==> config.mk <==
export PLATFORM = sky130hd
export DESIGN_NAME = tmc_mode_ctrl
export DESIGN_NICKNAME = d
export VERILOG_FILES = /design/src/verilog/tmc_pkg.sv /design/src/verilog/tmc_cdr_if.sv /design/src/verilog/tmc_cdr_lock.sv /design/src/verilog/tmc_mode_ctrl.sv
export SDC_FILE = /design/constraint.sdc
export NUM_CORES = 1
export LEC_CHECK = 0
export BUFFER_PORTS_ARGS = -buffer_cell sky130_fd_sc_hd__buf_2
export CAP_MARGIN = 20
export CORE_ASPECT_RATIO = 2
export CORE_MARGIN = 4
export CORE_UTILIZATION = 48
export CTS_BUF_LIST = sky130_fd_sc_hd__clkbuf_4 sky130_fd_sc_hd__clkbuf_8
export DETAILED_ROUTE_END_ITERATION = 10
export GPL_ROUTABILITY_DRIVEN = 0
export PLACE_DENSITY = 0.66
export SYNTH_ARGS = -nofsm -noshare
export SYNTH_HDL_FRONTEND = slang
export SYNTH_SLANG_ARGS = --single-unit
==> constraint.sdc <==
create_clock -name ref_clk -period 2.3 [get_ports ref_clk]
set_input_delay 0.115 -clock ref_clk [delete_from_list [all_inputs] [get_ports ref_clk]]
set_output_delay 0.115 -clock ref_clk [all_outputs]
set_load 0.1 [all_outputs]
==> src/verilog/tmc_pkg.sv <==
// constants shared by the transceiver mode control block
`default_nettype none
package tmc_pkg;
   // clock and timing
   localparam int unsigned CLK_PERIOD_PS = 5000;          // 200 MHz reference clock
   localparam int unsigned LOCK_TIME_PS  = 500000000;     // 500 us lock limit
   // longest time: rounded down to whole cycles
   localparam int unsigned LOCK_CYC      = LOCK_TIME_PS / CLK_PERIOD_PS;
   // two-wire target address; value arbitrary
   localparam logic [6:0]  TWI_ADDR      = 7'h3A;
   // register offsets in the two-wire space
   localparam logic [7:0]  STATUS_OFS    = 8'h6E;         // byte 110
   localparam logic [7:0]  CTRL_OFS      = 8'h80;
   localparam logic [7:0]  EQ_OFS        = 8'h81;
   localparam logic [7:0]  EMPH_OFS      = 8'h82;
   // field positions
   localparam int unsigned STATUS_LOS_BIT = 1;
   localparam int unsigned CTRL_OPT_BIT   = 0;
   localparam int unsigned CTRL_ELEC_BIT  = 1;
   localparam int unsigned CTRL_PASS_BIT  = 2;
   // reset values
   localparam logic [7:0]  CTRL_RST      = 8'h00;
   localparam logic [7:0]  EQ_RST        = 8'h00;
   localparam logic [7:0]  EMPH_RST      = 8'h00;
   localparam logic [7:0]  PTR_RST       = 8'h00;
   localparam logic [3:0]  BITS_PER_BYTE = 4'h8;
   // two-wire target states
   typedef enum logic [2:0] {
      TMC_IDLE = 3'b000,
      TMC_ADDR = 3'b001,
      TMC_ACK  = 3'b010,
      TMC_WR   = 3'b011,
      TMC_RD   = 3'b100,
      TMC_RACK = 3'b101
   } tmc_twi_state_t;
endpackage : tmc_pkg
`default_nettype wire

==> src/verilog/tmc_cdr_if.sv <==
// clock-recovery control and lock status between top and lock timer
`default_nettype none
interface tmc_cdr_if;
   logic engage;      // stage engaged (not bypassed)
   logic traffic_ok;  // valid top-rate traffic present
   logic locked;      // lock reached
   modport ctrl  (output engage, output traffic_ok, input locked);
   modport timer (input engage, input traffic_ok, output locked);
endinterface : tmc_cdr_if
`default_nettype wire

==> src/verilog/tmc_cdr_lock.sv <==
// lock timer for one clock-recovery stage
`default_nettype none
module tmc_cdr_lock #(
   parameter int unsigned LOCK_CYC = tmc_pkg::LOCK_CYC
) (
   // clock and reset
   input  wire logic     ref_clk,
   input  wire logic     rst_b,
   // control and status
   tmc_cdr_if.timer      cdr
);
   import tmc_pkg::*;

   localparam int unsigned CW = $clog2(LOCK_CYC + 1);
   localparam logic [CW-1:0] LAST = CW'(LOCK_CYC - 1);

   generate
      if (LOCK_CYC < 1)
      begin : g_bad_lock
         $error("LOCK_CYC must be at least one");
      end
   endgenerate

   logic [CW-1:0] cnt_r;
   logic          locked_r;

   // count valid traffic while engaged; lock lands no later than the limit
   always_ff @(posedge ref_clk)
   begin
      if (!rst_b)
      begin
         cnt_r    <= '0;
         locked_r <= 1'b0;
      end
      else if (!cdr.engage || !cdr.traffic_ok)
      begin
         cnt_r    <= '0;           // bypass or lost traffic drops lock
         locked_r <= 1'b0;
      end
      else if (!locked_r)
      begin
         if (cnt_r == LAST)
            locked_r <= 1'b1;
         else
            cnt_r <= cnt_r + CW'(1);
      end
   end

   assign cdr.locked = locked_r;
endmodule : tmc_cdr_lock
`default_nettype wire

==> src/verilog/tmc_mode_ctrl.sv <==
// transceiver low-speed control, status and two-wire configuration target
//
// How it works
// - receive rate select high engages receive clock recovery; lock within 500 us.
// - receive rate select low bypasses receive clock recovery for legacy rates, unless optical loopback is on.
// - transmit rate select high engages transmit clock recovery; lock within 500 us.
// - transmit rate select low bypasses transmit clock recovery for lower rates, unless electrical loopback is on.
// - unconnected rate select reads low, so clock recovery is bypassed unless its loopback is on.
// - laser off while shutdown input high or open, on while low.
// - laser fault output high on fault, low in normal operation.
// - loss-of-signal output high when received power is below sensitivity.
// - presence pin is held to ground.
// - two-wire interface: clock pin and data pin, module is target.
// - optical loopback retransmits received optical data through clock recovery.
// - electrical loopback returns host transmit data through clock recovery.
// - pass-through mode also sends looped data outbound.
// - host selects input equalization setting at run time.
// - host selects output emphasis setting at run time.
// - loss-of-signal readable at byte 110, bit 1.
`default_nettype none
module tmc_mode_ctrl #(
   parameter int unsigned LOCK_CYC = tmc_pkg::LOCK_CYC,
   parameter int unsigned EQ_W     = 3,
   parameter int unsigned EMPH_W   = 3
) (
   // clock and reset
   input  wire logic              ref_clk,
   input  wire logic              rst_b,
   // host control pins (pad pull resistors resolve open pins)
   input  wire logic              receive_rate_sel,
   input  wire logic              transmit_rate_sel,
   input  wire logic              transmit_shutdown,
   // analogue front-end status
   input  wire logic              laser_fault_det,
   input  wire logic              rx_power_low,
   input  wire logic              rx_traffic_valid,
   input  wire logic              tx_traffic_valid,
   // host status pins
   output logic                   laser_fault,
   output logic                   receive_signal_lost,
   // presence pin, open-drain
   output logic                   module_presence_pin_out,
   output logic                   module_presence_pin_oe,
   // two-wire serial pins
   input  wire logic              twowire_clock_pin,
   input  wire logic              twowire_data_pin_in,
   output logic                   twowire_data_pin_out,
   output logic                   twowire_data_pin_oe,
   // datapath steering
   output logic                   laser_enable,
   output logic                   rx_cdr_engage,
   output logic                   tx_cdr_engage,
   output logic                   rx_cdr_locked,
   output logic                   tx_cdr_locked,
   output logic                   optical_loopback,
   output logic                   electrical_loopback,
   output logic                   laser_mute,
   output logic                   rd_out_mute,
   output logic [EQ_W-1:0]        eq_select,
   output logic [EMPH_W-1:0]      emph_select
);
   import tmc_pkg::*;

   generate
      if (EQ_W < 1 || EQ_W > 8 || EMPH_W < 1 || EMPH_W > 8)
      begin : g_bad_width
         $error("EQ_W and EMPH_W must lie in 1..8");
      end
   endgenerate

   // configuration fields
   logic              opt_lb_r;
   logic              elec_lb_r;
   logic              pass_r;
   logic [EQ_W-1:0]   eq_r;
   logic [EMPH_W-1:0] emph_r;

   // two-wire target state
   tmc_twi_state_t    st_r;
   logic              scl_d_r;
   logic              sda_d_r;
   logic [7:0]        sh_r;
   logic [3:0]        cnt_r;
   logic [7:0]        ptr_r;
   logic              rw_r;
   logic              ptr_next_r;
   logic              nack_r;
   logic              sda_oe_r;

   // pin status
   logic              los_r;
   logic              fault_r;

   logic              scl_rise;
   logic              scl_fall;
   logic              start_cond;
   logic              stop_cond;
   logic              wr_strobe;
   logic [7:0]        rd_data;

   tmc_cdr_if rx_cdr ();
   tmc_cdr_if tx_cdr ();

   // edges and bus conditions; pins are synchronous to ref_clk
   assign scl_rise   = twowire_clock_pin & ~scl_d_r;
   assign scl_fall   = ~twowire_clock_pin & scl_d_r;
   assign start_cond = twowire_clock_pin & scl_d_r & sda_d_r & ~twowire_data_pin_in;
   assign stop_cond  = twowire_clock_pin & scl_d_r & ~sda_d_r & twowire_data_pin_in;

   // a data byte (not the pointer) completes on this falling edge
   assign wr_strobe  = (st_r == TMC_WR) && scl_fall && (cnt_r == BITS_PER_BYTE) && !ptr_next_r;

   // read-back map; status is sampled live when the byte is loaded
   always_comb
   begin
      rd_data = 8'h00;
      unique case (ptr_r)
         STATUS_OFS: rd_data[STATUS_LOS_BIT] = los_r;
         CTRL_OFS:
         begin
            rd_data[CTRL_OPT_BIT]  = opt_lb_r;
            rd_data[CTRL_ELEC_BIT] = elec_lb_r;
            rd_data[CTRL_PASS_BIT] = pass_r;
         end
         EQ_OFS:   rd_data[EQ_W-1:0]   = eq_r;
         EMPH_OFS: rd_data[EMPH_W-1:0] = emph_r;
         default:  rd_data = 8'h00;                          // unmapped bytes read zero
      endcase
   end

   // previous pin levels for edge detection
   always_ff @(posedge ref_clk)
   begin
      if (!rst_b)
      begin
         scl_d_r <= 1'b1;
         sda_d_r <= 1'b1;
      end
      else
      begin
         scl_d_r <= twowire_clock_pin;
         sda_d_r <= twowire_data_pin_in;
      end
   end

   // two-wire target: start, address, pointer, write and read bytes
   always_ff @(posedge ref_clk)
   begin
      if (!rst_b)
      begin
         st_r       <= TMC_IDLE;
         sh_r       <= 8'h00;
         cnt_r      <= 4'h0;
         rw_r       <= 1'b0;
         ptr_next_r <= 1'b0;
         nack_r     <= 1'b0;
         sda_oe_r   <= 1'b0;
      end
      else if (start_cond)
      begin
         st_r     <= TMC_ADDR;
         cnt_r    <= 4'h0;
         sda_oe_r <= 1'b0;
      end
      else if (stop_cond)
      begin
         st_r     <= TMC_IDLE;
         sda_oe_r <= 1'b0;
      end
      else
      begin
         unique case (st_r)
            TMC_IDLE: sda_oe_r <= 1'b0;
            TMC_ADDR, TMC_WR:
            begin
               if (scl_rise && cnt_r != BITS_PER_BYTE)
               begin
                  sh_r  <= {sh_r[6:0], twowire_data_pin_in};
                  cnt_r <= cnt_r + 4'h1;
               end
               else if (scl_fall && cnt_r == BITS_PER_BYTE)
               begin
                  cnt_r <= 4'h0;
                  if (st_r == TMC_ADDR && sh_r[7:1] != TWI_ADDR)
                     st_r <= TMC_IDLE;                        // not ours: stay off the bus
                  else
                  begin
                     if (st_r == TMC_ADDR)
                     begin
                        rw_r       <= sh_r[0];
                        ptr_next_r <= ~sh_r[0];               // first written byte is the pointer
                     end
                     else
                        ptr_next_r <= 1'b0;
                     st_r     <= TMC_ACK;
                     sda_oe_r <= 1'b1;                        // pull data low to acknowledge
                  end
               end
            end
            TMC_ACK:
            begin
               if (scl_fall)
               begin
                  if (rw_r)
                  begin
                     sh_r     <= rd_data;
                     sda_oe_r <= ~rd_data[7];
                     st_r     <= TMC_RD;
                  end
                  else
                  begin
                     sda_oe_r <= 1'b0;
                     st_r     <= TMC_WR;
                  end
               end
            end
            TMC_RD:
            begin
               if (scl_rise)
                  cnt_r <= cnt_r + 4'h1;
               else if (scl_fall)
               begin
                  if (cnt_r == BITS_PER_BYTE)
                  begin
                     sda_oe_r <= 1'b0;                        // release for host acknowledge
                     cnt_r    <= 4'h0;
                     st_r     <= TMC_RACK;
                  end
                  else
                  begin
                     sda_oe_r <= ~sh_r[6];
                     sh_r     <= {sh_r[6:0], 1'b0};
                  end
               end
            end
            TMC_RACK:
            begin
               if (scl_rise)
                  nack_r <= twowire_data_pin_in;
               else if (scl_fall)
               begin
                  if (nack_r)
                     st_r <= TMC_IDLE;                        // host ended the read
                  else
                  begin
                     sh_r     <= rd_data;
                     sda_oe_r <= ~rd_data[7];
                     st_r     <= TMC_RD;
                  end
               end
            end
            default:
            begin
               st_r     <= TMC_IDLE;
               sda_oe_r <= 1'b0;
            end
         endcase
      end
   end

   // byte pointer: set by the first write byte, advances per byte transferred
   always_ff @(posedge ref_clk)
   begin
      if (!rst_b)
         ptr_r <= PTR_RST;
      else if ((st_r == TMC_WR) && scl_fall && (cnt_r == BITS_PER_BYTE))
         ptr_r <= ptr_next_r ? sh_r : ptr_r + 8'h01;
      else if ((st_r == TMC_RD) && scl_fall && (cnt_r == BITS_PER_BYTE))
         ptr_r <= ptr_r + 8'h01;
   end

   // writable configuration fields
   always_ff @(posedge ref_clk)
   begin
      if (!rst_b)
      begin
         opt_lb_r  <= CTRL_RST[CTRL_OPT_BIT];
         elec_lb_r <= CTRL_RST[CTRL_ELEC_BIT];
         pass_r    <= CTRL_RST[CTRL_PASS_BIT];
         eq_r      <= EQ_RST[EQ_W-1:0];
         emph_r    <= EMPH_RST[EMPH_W-1:0];
      end
      else if (wr_strobe)
      begin
         unique case (ptr_r)
            CTRL_OFS:
            begin
               opt_lb_r  <= sh_r[CTRL_OPT_BIT];
               elec_lb_r <= sh_r[CTRL_ELEC_BIT];
               pass_r    <= sh_r[CTRL_PASS_BIT];
            end
            EQ_OFS:   eq_r   <= sh_r[EQ_W-1:0];
            EMPH_OFS: emph_r <= sh_r[EMPH_W-1:0];
            default:  ;                                       // other bytes ignore writes
         endcase
      end
   end

   // status pins follow the front-end detectors, one flop late
   always_ff @(posedge ref_clk)
   begin
      if (!rst_b)
      begin
         los_r   <= 1'b0;
         fault_r <= 1'b0;
      end
      else
      begin
         los_r   <= rx_power_low;
         fault_r <= laser_fault_det;
      end
   end

   // datapath steering; loopback forces its recovery stage in,
   // since a wrapped signal is always cleaned up before it leaves
   always_ff @(posedge ref_clk)
   begin
      if (!rst_b)
      begin
         laser_enable  <= 1'b0;
         rx_cdr_engage <= 1'b0;
         tx_cdr_engage <= 1'b0;
         laser_mute    <= 1'b0;
         rd_out_mute   <= 1'b0;
      end
      else
      begin
         laser_enable  <= ~transmit_shutdown;
         rx_cdr_engage <= receive_rate_sel | opt_lb_r;
         tx_cdr_engage <= transmit_rate_sel | elec_lb_r;
         laser_mute    <= elec_lb_r & ~pass_r;
         rd_out_mute   <= opt_lb_r & ~pass_r;
      end
   end

   // rate selects are used as given; no cross-check, since they may differ
   assign rx_cdr.engage     = rx_cdr_engage;
   assign rx_cdr.traffic_ok = rx_traffic_valid;
   assign tx_cdr.engage     = tx_cdr_engage;
   assign tx_cdr.traffic_ok = tx_traffic_valid;

   tmc_cdr_lock #(.LOCK_CYC(LOCK_CYC)) u_rx_lock (
      .ref_clk (ref_clk),
      .rst_b   (rst_b),
      .cdr     (rx_cdr.timer)
   );

   tmc_cdr_lock #(.LOCK_CYC(LOCK_CYC)) u_tx_lock (
      .ref_clk (ref_clk),
      .rst_b   (rst_b),
      .cdr     (tx_cdr.timer)
   );

   // outputs
   assign rx_cdr_locked           = rx_cdr.locked;
   assign tx_cdr_locked           = tx_cdr.locked;
   assign laser_fault             = fault_r;
   assign receive_signal_lost     = los_r;
   assign module_presence_pin_out = 1'b0;
   assign module_presence_pin_oe  = 1'b1;
   assign twowire_data_pin_out    = 1'b0;                     // open drain: only pulls low
   assign twowire_data_pin_oe     = sda_oe_r;
   assign optical_loopback        = opt_lb_r;
   assign electrical_loopback     = elec_lb_r;
   assign eq_select               = eq_r;
   assign emph_select             = emph_r;
endmodule : tmc_mode_ctrl
`default_nettype wire

# Word level (Yosys, flattened, before mapping)
# Index checks and enable logic that the tools add are counted.
# classes
n_addsub	4
eq_ne	39
n_mux	53
bitwise_logic	29
reduce_logical	37
# op_table
cell	n
$mux 8	12
$ne 4x4->1 const B	9
$add 17x1->17 const B	2
$eq 17x17->1 const B	2
$pmux 8 s4	1
$mux 3	10
$reduce_and 9->1	3
$ne 2x2->1 const B	13
$eq 8x8->1 const B	3
$mux 4	5
$mux 1	18
$not 1->1	18
$pmux 3 s5	1
$ne 3x3->1 const B	4
$reduce_and 12->1	1
$reduce_and 2->1	5
$and 1x1->1	9
$add 8x1->8 const B	1
$eq 8x7->1 const B	1
$logic_and 1x1->1	8
$pmux 1 s4	2
$pmux 4 s2	1
$reduce_or 2->1	4
$ne 7x6->1 const B	1
other kinds (18)	28
# word_totals
ff_bits	81
inputBits	11
output_inout_bits	21

# Depth between registers and ports, before layout
# Gate-level depths: netlist of the first run.
# logic_depth
depth_word	8
mapped_depth	8
mapped_depth_nobuf	7

# By module
# Synthesis of the first run repeated with hierarchy kept, for this count alone.
# hier_totals
hier_cells	489
hier_area_um2	4245.3
# by_module_without_submodules
mod	n_inst	cells_each	area_per_inst_um2	seq_area_each_um2
tmc_mode_ctrl	1	287	2488.6	900.9
tmc_cdr_lock	2	101	878.3	360.3

# Worst setup path after synthesis of the first run
# No wires, ideal clock.
# synth_timing
path_kind	register to register
startpoint	register u_tx_lock.locked_r (netlist: u_tx_lock.cdr.locked)
endpoint	register u_tx_lock.cnt_r[16]
setup_ns	0.128
arrival_ns	1.864
setup_slack_ns	0.309
path_stages_with_launch	6
cell_sequence	dfxtp_1 nand3b_1 nor4_1 nand3_1 xor2_1 nor2_1
# synth_via
elab_chain_cells	2
# synth_rtl
element	line	rtl
start: declaration	tmc_cdr_lock.sv:25	logic locked_r;
start signal: assignment	tmc_cdr_lock.sv:33	locked_r <= 1'b0;
start signal: assignment	tmc_cdr_lock.sv:38	locked_r <= 1'b0;
start signal: assignment	tmc_cdr_lock.sv:43	locked_r <= 1'b1;
$not 1->1 (no line)	--	
$reduce_and 2->1 (no line)	--	
end signal: assignment	tmc_cdr_lock.sv:45	cnt_r <= cnt_r + CW'(1);
end: declaration	tmc_cdr_lock.sv:24	logic [CW-1:0] cnt_r;
# Every way passes these cells.
# A chain may end at the register's enable or synchronous reset.

# Worst setup path after layout of the first run
# layout_timing
startpoint	input twowire_clock_pin
endpoint	register sh_r[4]
# layout_via
elab_chain_cells	5
elab_cells_between_ends	18
classes_between	eq/ne: 6; bitwise: 10; reduce/logical: 2
# layout_rtl
element	line	rtl
start: declaration	tmc_mode_ctrl.sv:45	input wire logic twowire_clock_pin,
$and 1x1->1	tmc_mode_ctrl.sv:107, tmc_mode_ctrl.sv:108	
$and 1x1->1, on equally long branches (2 in a row)	tmc_mode_ctrl.sv:108, tmc_mode_ctrl.sv:107	
$not 1->1 (no line)	--	
$reduce_and 12->1 (no line) *	--	
end signal: assignment	tmc_mode_ctrl.sv:178	sh_r <= {sh_r[6:0], twowire_data_pin_in};
end signal: assignment	tmc_mode_ctrl.sv:206	sh_r <= rd_data;
end signal: assignment	tmc_mode_ctrl.sv:232	sh_r <= {sh_r[6:0], 1'b0};
end: declaration	tmc_mode_ctrl.sv:82	logic [7:0] sh_r;
# Mark *: on every way between the ends. The rest lies on a longest branch, timed or not.

==> flow_summary_export.csv, run 1 <==
group,metric,value,unit
outcome,outcome,"finished, final reports clean",
clocking,cts_buffers,9,
detailed_routing,vias,3647,
detailed_routing,wl_per_cell,15.9,µm
synth,synth_top_family_by_area,"simple AND/OR/NAND/NOR gates",
detailed_routing,vias_per_cell,5.80,
finish,fin_area,4680,µm²
clocking,cts_setup_buffers,0,
synth,async_flop_share,0,
synth,synth_area,4170,µm²
critical_path,critical_path_class,"in -> reg",
grt,top_usage_layer,"met2",
critical_path,startpoint_type,"primary input",
finish,antenna_cells,0,
clocking,cts_tree,"built",
clocking,clock-sinks,81,
die,coreArea,8350,µm²
timing,slew_headroom,0.566,
finish,final_common_cell,"dfxtp_1",
synth,synth_edf_count,0,
timing,setup_viol,0,
die,die_y,140,µm
critical_path,r2r-start,"st_r[0]",
grt,grt_pass1_wl,16700,µm
pwr,combPwrFrac,0.062,
synth,muxShareOfSynthArea,0.0433,
synth,yosysSeqAreaShare,0.389,
timing,rsz0062_at_grt,"false",
grt,met1_usage,0.199,
pwr,clkPwrFrac,0.427,
critical_path,cp-end-kind,"register",
clocking,root_buffer,"clkbuf_8",
synth,synth_xor_area_frac,0.0589,
die,std_cell_rows,47,
finish,layout.nets,548,
pwr,p_sw_frac,0.245,
grt,grt_usage,0.204,
hold_path,whs_endpoint,"sda_d_r",
timing,skew,0.00994,ns
detailed_routing,dr.first_iter.drc_count,183,
hold_path,worstHoldStart,"twowire_data_pin_in",
grt,grt_pass1_vias,3615,
grt,overflow,0,
detailed_routing,routed_wl,10000,µm
synth,yosys_warnings,0,
pwr,p_switching,681,µW
finish,drive_above_1_share,0.122,
timing,setup_tns,0,ns
synth,synth.avg_cell_area,8.48,µm²
die,die-area,10300,µm²
critical_path,crit_arrival,2.41,ns
hold_path,min_path_type,"in -> reg",
clocking,h-tree-depth,3,
critical_path,cp_max_fo,8,
hold_path,whs_path_depth,2,
synth,ys_seq_elements,81,
synth,synth_simple_gate_area_share,0.297,
placement,io_buffer_count,28,
timing,hold_slack,0.0676,ns
pwr,p_seq_frac,0.511,
synth,synth_compound_area_frac,0.135,
grt,met2_usage,0.387,
pwr,p_leak,1.74,nW
timing,timing.final.max_slew_violations,0,
timing,min_period,2.12,ns
critical_path,r2r-end,"emph_select[2]",
critical_path,reg2reg_depth,5,
clocking,clock_path_buffers,2,
synth,synthAdderAreaFrac,0.0330,
detailed_routing,ant_nets,0,
timing,worstMarginPinSlew,0.646,ns
synth,ys_types,65,
synth,ys.flop_type,"dfxtp_1",
die,fp.dieW,73.9,µm
synth,syn_inst,491,
pwr,power.density,595,nW/µm²
clocking,clk_pin_slew,0.09,ns
clocking,cts_resized,0,
placement,postPlaceCellArea,4390,µm²
die,pin_count,32,
timing,final_hold_viol_count,0,
timing,final.period_utilization,0.923,
grt,grt_max_degree,25,
placement,hpwl,7560,µm
flow_run,drv_cap,0,
timing,fmax,0.471,GHz
grt,antenna_found_initial,0,
die,start_util,0.499,
detailed_routing,dr.pass1.iters,7,
pwr,ir_worst_vdd,0.386,mV
critical_path,rrSetupSlack,0.25,ns
critical_path,required,2.58,ns
pwr,p_int,2.10,mW
finish,most-common-layout-cells,"dfxtp_1, nor2_1, nand2_1",
clocking,clk_latency,0.36,ns
grt,grtUsageMet3,0.0375,
finish,syn_to_final_growth,12.3,%
detailed_routing,route.detailed.drc,0,
clocking,postCtsHoldBufs,6,
[cell families (layout without fill, tap and decap cells)]
logic type                 after synthesis  after routing
AOI/OAI and AO/OA                       83             83
xor gates and xnor gates                28             28
adders and majority gates               11             11
buffers and inverters                   37             76
DFF                                     81             81
muxes                                   18             18
other                                    2              3
and+or+nand+nor                        231            231
[cells in the mapped netlist, types with 2 or more instances]
cell       instances  area [µm²]
xor2_1            20         175
o21ai_0           19        95.1
nand3b_1           9        67.6
mux2i_1           18         180
buf_4              4        30.0
and4_1             3        26.3
nand4_1           11        68.8
o41ai_1            4        35.0
nor2_1            56         210
buf_6              2        22.5
and3b_1            3        26.3
and4b_1            3        30.0
and3_1             8        50.1
inv_1             17        63.8
a211oi_1           5        37.5
nand2b_1           4        25.0
and2_1             4        25.0
nor4_1             5        31.3
xnor2_1            8        70.1
nor3_1            10        50.1
nand3_1           33         165
o22ai_1            2        12.5
nor3b_1            6        45.0
or3_1              3        18.8
nor2b_1            3        18.8
o211ai_1           7        52.6
clkbuf_1           9        33.8
o221ai_1           2        17.5
nand4b_1           4        35.0
a31oi_1            3        18.8
ha_1              11         138
a21oi_1           22         110
conb_1             2        7.51
nand2_1           50         188
a222oi_1           3        30.0
dfxtp_1           81        1620
nor4bb_1           3        30.0
a2bb2oi_1          3        26.3
buf_2              5        25.0
[worst max-delay path, stage by stage]
cell and delay, ns:
dlygate4sd3_1 0.53, buf_2 0.14, inv_1 0.07, ha_1 0.28
nor2b_1 0.31, a22o_1 0.23, o211ai_2 0.19, nor2_2 0.32
mux2i_1 0.22
[power by group through the flow]
stage          Combinational [mW]  Clock [mW]  Sequential [mW]
2_1_floorplan              0.0943           0             1.49
3_3_place_gp                0.163           0             1.45
3_5_place_dp                0.164           0             1.45
4_1_cts                     0.172        1.21             1.42
5_1_grt                     0.184        1.27             1.42
6_report                    0.172        1.19             1.42
[metrics by stage]
step,util,total power [mW],instances,worst slack [ns]
after detailed placement,0.525,1.62,607,0.305
final,0.560,2.78,629,0.177
after CTS,0.560,2.81,629,0.207
after global routing,0.560,2.88,629,0.0142
after floorplan,-,1.59,492,0.309
after global placement,0.525,1.62,607,0.370
[worst max path at each step]
stage	startpoint	end	cells after the start
after floorplan	u_tx_lock.cdr.locked	u_tx_lock.cnt_r[16]	5
after global placement	st_r[0]	ptr_r[4]	5
after detailed placement	scl_d_r	sh_r[6]	6
after CTS	twowire_clock_pin	sh_r[4]	9
after global routing	twowire_clock_pin	sh_r[6]	9
final	twowire_clock_pin	sh_r[4]	9
[per-layer routing]
metal | share of wire | vias up
li1 | - | 1833
met1 | 0.36 | 1727
met3 | 0.027 | 21
met5 | 0 | -
met4 | 0.031 | 0
met2 | 0.58 | 66
[layout make-up]
cell class	count	area, µm²
clock buffers	10	138
clock inverters	6	90.1
fillers	783	3670
inverters	17	63.8
multi-input cells	374	2370
flip-flops and latches	81	1620
well taps	98	123
repair buffers	43	268
[state kept, by name, indices dropped and copies added, names as in the netlist, 3 cells and up]
name,flops
cnt_r,4
emph_select,3
eq_select,3
ptr_r,8
sh_r,8
st_r,3
u_rx_lock.cnt_r,17
u_tx_lock.cnt_r,17
No activity file was read; power rests on OpenSTA's default activity.
==> run 2: changes to the inputs <==
--- a/config.mk
+++ b/config.mk
@@ -9,11 +9,11 @@
 export CAP_MARGIN = 20
 export CORE_ASPECT_RATIO = 2
 export CORE_MARGIN = 4
-export CORE_UTILIZATION = 48
+export CORE_UTILIZATION = 60
 export CTS_BUF_LIST = sky130_fd_sc_hd__clkbuf_4 sky130_fd_sc_hd__clkbuf_8
 export DETAILED_ROUTE_END_ITERATION = 10
 export GPL_ROUTABILITY_DRIVEN = 0
-export PLACE_DENSITY = 0.66
+export PLACE_DENSITY = 0.8
 export SYNTH_ARGS = -nofsm -noshare
 export SYNTH_HDL_FRONTEND = slang
 export SYNTH_SLANG_ARGS = --single-unit
==> run 2 against run 1 <==
Net effect:
- global-route usage is 4.8 points higher
- worst setup slack worse by 0.050 ns
- first-iteration DRC count is 49% higher
- combinational power hardly changed
- non-clock buffer count is 3 lower
- highest routed layer unchanged
==> flow_summary_export.csv, run 2 (same netlist as run 1, synthesis figures left out) <==
group,metric,value,unit
outcome,outcome,"finished, final reports clean",
timing,final.period_utilization,0.945,
pwr,p_int,2.12,mW
clocking,cts_buffers,9,
detailed_routing,wl_per_cell,16.3,µm
critical_path,cp_top_family,"compound AO/OA/AOI/OAI gates",
timing,fin_ws,0.127,ns
finish,layout.nets,545,
pwr,p_seq_frac,0.512,
critical_path,crit_slowest_cell,"dlygate4sd3_1",
clocking,clk_pin_slew,0.08,ns
pwr,p_switching,656,µW
grt,grt_usage,0.253,
detailed_routing,vias,3762,
timing,final_hold_viol_count,0,
timing,slew_headroom,0.548,
placement,pre_cts_ws,0.267,ns
critical_path,r2r-start,"st_r[0]",
grt,overflow,0,
pwr,clkPwrFrac,0.427,
clocking,h-tree-depth,3,
critical_path,cp_max_fo,8,
grt,met2_usage,0.449,
detailed_routing,vias_per_cell,6.11,
detailed_routing,dr.first_iter.drc_count,273,
timing,min_period,2.17,ns
clocking,clk_latency,0.36,ns
critical_path,critPathLaunch,"twowire_clock_pin",
die,std_cell_rows,42,
grt,grt_pass1_wl,16600,µm
die,coreArea,6670,µm²
grt,grt_max_degree,23,
grt,grt_pass1_vias,3742,
critical_path,critPathCapture,"sh_r[3]",
timing,fmax,0.460,GHz
placement,hpwl,7200,µm
placement,io_buffer_count,28,
timing,skew,0.00722,ns
detailed_routing,ant_nets,0,
die,start_util,0.624,
timing,timing.final.max_slew_violations,0,
finish,most-common-layout-cells,"dfxtp_1, nor2_1, nand2_1",
grt,top_usage_layer,"met2",
pwr,ir_worst_vdd,0.361,mV
clocking,cts_tree,"built",
pwr,p_sw_frac,0.236,
finish,antenna_cells,0,
timing,worstMarginPinSlew,0.672,ns
die,fp.dieW,66.9,µm
critical_path,r2r-end,"emph_select[0]",
grt,antenna_found_initial,0,
timing,setup_viol,0,
pwr,p_leak,1.72,nW
clocking,clock_path_buffers,2,
die,pin_count,32,
critical_path,required,2.53,ns
finish,final_common_cell,"dfxtp_1",
grt,met1_usage,0.255,
critical_path,critical_path_class,"in -> reg",
critical_path,crit_chain,"dlygate4sd3_1 -> buf_2 -> inv_1 -> ha_1 -> nor2b_1 -> a22o_1 -> o211ai_2 -> o41ai_1",
critical_path,max_stage_delay,0.53,ns
timing,rsz0062_at_grt,"false",
critical_path,cp-end-kind,"register",
pwr,power.density,598,nW/µm²
finish,syn_to_final_growth,11.6,%
die,die_y,126,µm
finish,drive_above_1_share,0.117,
detailed_routing,dr.pass1.iters,5,
detailed_routing,routed_wl,10000,µm
timing,setup_tns,0,ns
clocking,cts_setup_buffers,0,
critical_path,rrSetupSlack,0.19,ns
critical_path,path_depth,8,
critical_path,startpoint_type,"primary input",
critical_path,reg2reg_depth,5,
detailed_routing,route.detailed.drc,0,
hold_path,min_path_type,"in -> reg",
clocking,root_buffer,"clkbuf_8",
finish,num-fill-cells,539,
pwr,combPwrFrac,0.061,
clocking,clock-sinks,81,
die,die-area,8420,µm²
grt,grtUsageMet3,0.0481,
flow_run,drv_cap,0,
critical_path,path_buf_inv,3,
finish,largestRegisters,"u_rx_lock.cnt_r: 17 flops, u_tx_lock.cnt_r: 17 flops",
critical_path,crit_arrival,2.40,ns
-- run 2: area by class of cell --
type / count / area [µm²] / area share
multi-input combinational: 374 / 2380 / 0.512
sequential: 81 / 1620 / 0.349
timing repair buffer: 40 / 245 / 0.0528
clock buffer: 12 / 153 / 0.0328
tap: 88 / 110 / 0.0237
clock inverter: 4 / 76.3 / 0.0164
inverter: 17 / 63.8 / 0.0137
-- run 2: timing repair --
action                                  4_1_cts  5_1_grt
hold endpoints to repair                      6        0
hold buffers                                  6        0
endpoints found under the setup margin        0        2
resized for setup                             0        1
-- run 2: power groups by stage --
stage,registers [mW],logic (mW),clock network [mW]
global placement,1.45,0.157,0
finish,1.42,0.169,1.19
CTS,1.42,0.167,1.20
global route,1.42,0.182,1.27
detailed placement,1.46,0.159,0
floorplan,1.49,0.0943,0
-- run 2: stage by stage --
step | std cells | utilization | hold WS (ns) | total power [mW] | instance area (µm²)
final | 616 | 0.696 | 0.0725 | 2.78 | 4650
after global routing | 616 | 0.696 | 0.0931 | 2.88 | 4650
after CTS | 616 | 0.696 | 0.0628 | 2.79 | 4640
after detailed placement | 594 | 0.652 | 0.274 | 1.61 | 4350
after global placement | 594 | 0.652 | 0.268 | 1.61 | 4350
after floorplan | 492 | - | 0.182 | 1.59 | 4170
-- run 2: routing by layer --
metal	routed length, µm	vias to the layer above	share of wire
met1	3670	1770	0.37
met2	5430	123	0.54
met3	428	42	0.043
li1	-	1827	-
met4	491	0	0.049
met5	0	-	0
-- run 2: worst register-to-register path, stage by stage (launching register included) --
cell and delay [ns]:
dfxtp_1 0.71, nor2b_1 0.35, nand2_1 0.16, nor4b_2 0.38, nand2_1 0.23, mux2i_1 0.17
-- run 2: worst min path at each step --
stage                                   start      endpoint  slack, ns  cells after the start
final                     twowire_data_pin_in       sda_d_r       0.07                      2
after CTS                 twowire_data_pin_in       sda_d_r       0.06                      2
after global routing      twowire_data_pin_in       sda_d_r       0.09                      2
after global placement      transmit_shutdown  laser_enable       0.27                      2
after floorplan             transmit_shutdown  laser_enable       0.18                      1
after detailed placement    transmit_shutdown  laser_enable       0.27                      2
==> run 3: changes to the inputs <==
--- a/config.mk
+++ b/config.mk
@@ -5,6 +5,7 @@
 export SDC_FILE = /design/constraint.sdc
 export NUM_CORES = 1
 export LEC_CHECK = 0
+export ABC_AREA = 1
 export BUFFER_PORTS_ARGS = -buffer_cell sky130_fd_sc_hd__buf_2
 export CAP_MARGIN = 20
 export CORE_ASPECT_RATIO = 2
@@ -13,7 +14,7 @@
 export CTS_BUF_LIST = sky130_fd_sc_hd__clkbuf_4 sky130_fd_sc_hd__clkbuf_8
 export DETAILED_ROUTE_END_ITERATION = 10
 export GPL_ROUTABILITY_DRIVEN = 0
-export PLACE_DENSITY = 0.8
+export PLACE_DENSITY = 0.79
 export SYNTH_ARGS = -nofsm -noshare
 export SYNTH_HDL_FRONTEND = slang
 export SYNTH_SLANG_ARGS = --single-unit
==> run 3 against run 2 <==
Net effect:
- total power grew 9.8%
- via count grew 30%
- flip-flop and latch count unchanged
- register-to-register slack gained 0.23 ns
- core utilization down 1.1 points
- largest power group unchanged
==> flow_summary_export.csv, run 3 <==
group,metric,value,unit
grt,antenna_found_initial,0,
clocking,clk_latency,0.36,ns
detailed_routing,dr.pass1.iters,5,
critical_path,rrSetupSlack,0.42,ns
critical_path,r2r-start,"cnt_r[1]",
grt,grt_usage,0.270,
pwr,ir_worst_vdd,0.427,mV
synth,synth_top_area_frac,0.339,
timing,timing.final.max_slew_violations,0,
synth,synth_top_cells_by_count,"nand2_1, nor2_1, dfxtp_1",
placement,place_inst,863,
clocking,clk_pin_slew,0.08,ns
timing,final.period_utilization,0.838,
timing,slew_headroom,0.504,
critical_path,critical_path_class,"in -> reg",
pwr,p_leak,2.24,nW
synth,synth_edf_count,0,
synth,yosysTopAreaCell,"dfxtp_1",
clocking,root_buffer,"clkbuf_8",
synth,ys_types,35,
placement,hpwl,9040,µm
critical_path,crit_arrival,2.19,ns
clocking,h-tree-depth,3,
critical_path,reg2reg_depth,11,
detailed_routing,vias_per_cell,5.53,
critical_path,crit_chain,"dlygate4sd3_1 -> buf_2 -> inv_1 -> ha_1 -> inv_1 -> nor2_1 -> nand3_2 -> inv_1 -> nand2_1 -> o21ai_0 -> nand2_1 -> nand2_1 -> inv_1",
critical_path,crit_top_cell,"inv_1",
synth,syn_inst,754,
finish,final-seq-area,1620,µm²
synth,synth.area.top_cells,"dfxtp_1, nand2_1, nor2_1, nand3_1, inv_1",
grt,grt_max_degree,29,
clocking,cts_buffers,9,
placement,io_buffer_count,28,
timing,worstMarginPinSlew,0.742,ns
finish,final_common_cell,"nand2_1",
timing,skew,0.00690,ns
timing,fmax,0.519,GHz
clocking,cts_tree,"built",
die,die_y,134,µm
finish,drive_above_1_share,0.0923,
critical_path,r2r-end,"ptr_r[2]",
die,pin_count,32,
pwr,power.density,581,nW/µm²
detailed_routing,ant_nets,0,
timing,final_hold_viol_count,0,
hold_path,worstHoldStart,"rst_b",
critical_path,cp_max_fo,13,
finish,syn_to_final_growth,9.79,%
die,start_util,0.624,
synth,synth.avg_cell_area,6.34,µm²
finish,layout.nets,809,
outcome,outcome,"finished, final reports clean",
synth,ys_seq_elements,81,
timing,rsz0062_at_grt,"false",
synth,yosysSeqAreaShare,0.339,
die,die-area,9540,µm²
critical_path,cp-end-kind,"register",
finish,num-fill-cells,726,
finish,most-common-layout-cells,"nand2_1, nor2_1, dfxtp_1",
synth,ys.flop_type,"dfxtp_1",
synth,async_flop_share,0,
clocking,cts_setup_buffers,0,
finish,largestRegisters,"u_rx_lock.cnt_r: 17 flops, u_tx_lock.cnt_r: 17 flops",
synth,synth_area,4780,µm²
critical_path,max_stage_delay,0.53,ns
finish,fin_cells,885,
timing,setup_tns,0,ns
finish,antenna_cells,0,
critical_path,required,2.56,ns
die,std_cell_rows,45,
critical_path,crit_slowest_cell,"dlygate4sd3_1",
grt,grt_pass1_wl,21000,µm
detailed_routing,route.detailed.drc,0,
hold_path,whs_path_depth,3,
flow_run,drv_cap,0,
die,coreArea,7660,µm²
grt,grt_pass1_vias,4843,
detailed_routing,wl_per_cell,13.6,µm
hold_path,min_path_type,"in -> reg",
finish,multiInputGateArea,2730,µm²
detailed_routing,dr.first_iter.drc_count,341,
detailed_routing,routed_wl,12000,µm
timing,min_period,1.93,ns
synth,yosys_warnings,0,
clocking,postCtsHoldBufs,7,
critical_path,startpoint_type,"primary input",
hold_path,whs_endpoint,"eq_select[1]",
synth,synth.most_common_cell,"nand2_1",
detailed_routing,vias,4897,
clocking,clock-sinks,81,
clocking,cts_resized,0,
die,fp.dieW,71.1,µm
clocking,clock_path_buffers,2,
timing,setup_viol,0,
grt,overflow,0,
==> run 3: per-stage QoR <==
step	cell area [µm²]	util	hold slack [ns]	total power, mW	setup WS, ns
4_1_cts	5250	0.685	0.0351	3.07	0.433
5_1_grt	5250	0.685	0.0492	3.18	0.122
2_1_floorplan	4780	-	0.187	1.82	0.494
6_report	5250	0.685	0.0485	3.05	0.373
3_3_place_gp	4960	0.648	0.277	1.90	0.528
3_5_place_dp	4960	0.648	0.276	1.91	0.490
==> run 3: per-layer routing <==
metal  share of wire  GRT usage  wire length (µm)
met1            0.36      0.268              4320
met2            0.56      0.508              6690
met3           0.034     0.0420               413
met4           0.052      0.164               624
met5               0          0                 0
==> run 3: critical path, delay by kind of cell <==
| kind | cells | cell delay, ns |
|---|---|---|
| buffers and inverters | 6 | 1.09 |
| AND/OR/NAND/NOR | 5 | 0.71 |
| adder cells (fa/ha/maj) | 1 | 0.19 |
| AO/OA/AOI/OAI | 1 | 0.09 |
==> run 3: kinds of logic after synthesis <==
| kind of cell | Yosys count | synth area share |
|---|---|---|
| adders and majority gates | 11 | 0.0288 |
| AOI/OAI and AO/OA | 86 | 0.0930 |
| xor gates and xnor gates | 25 | 0.0458 |
| DFF | 81 | 0.339 |
| buffers and inverters | 104 | 0.0909 |
| and+or+nand+nor | 445 | 0.401 |
| other | 2 | 0.00157 |
==> run 3: worst max-delay path by stage <==
stage                         start                  to  slack (ns)  cells past startpoint
2_1_floorplan  u_tx_lock.cdr.locked  u_tx_lock.cnt_r[1]        0.49                      6
3_3_place_gp               cnt_r[0]            ptr_r[2]        0.53                     11
3_5_place_dp               cnt_r[0]            ptr_r[6]        0.49                      9
4_1_cts           twowire_clock_pin            ptr_r[6]        0.43                     11
5_1_grt           twowire_clock_pin            ptr_r[0]        0.12                     11
6_report          twowire_clock_pin            ptr_r[2]        0.37                     13
==> run 3: cell type report <==
cell class	count	share of cell area
clock buffers	12	0.0291
clock inverters	3	0.0124
inverters	86	0.0615
multi-input cells	570	0.520
flip-flops and latches	81	0.309
well taps	94	0.0224
repair buffers	39	0.0458
==> run 3: power by group <==
group          internal, mW  leakage [nW]  switching [mW]
Clock                 0.658         0.113           0.499
Sequential             1.44         0.656          0.0526
Combinational         0.112          1.47           0.286
Total                  2.21          2.24           0.838
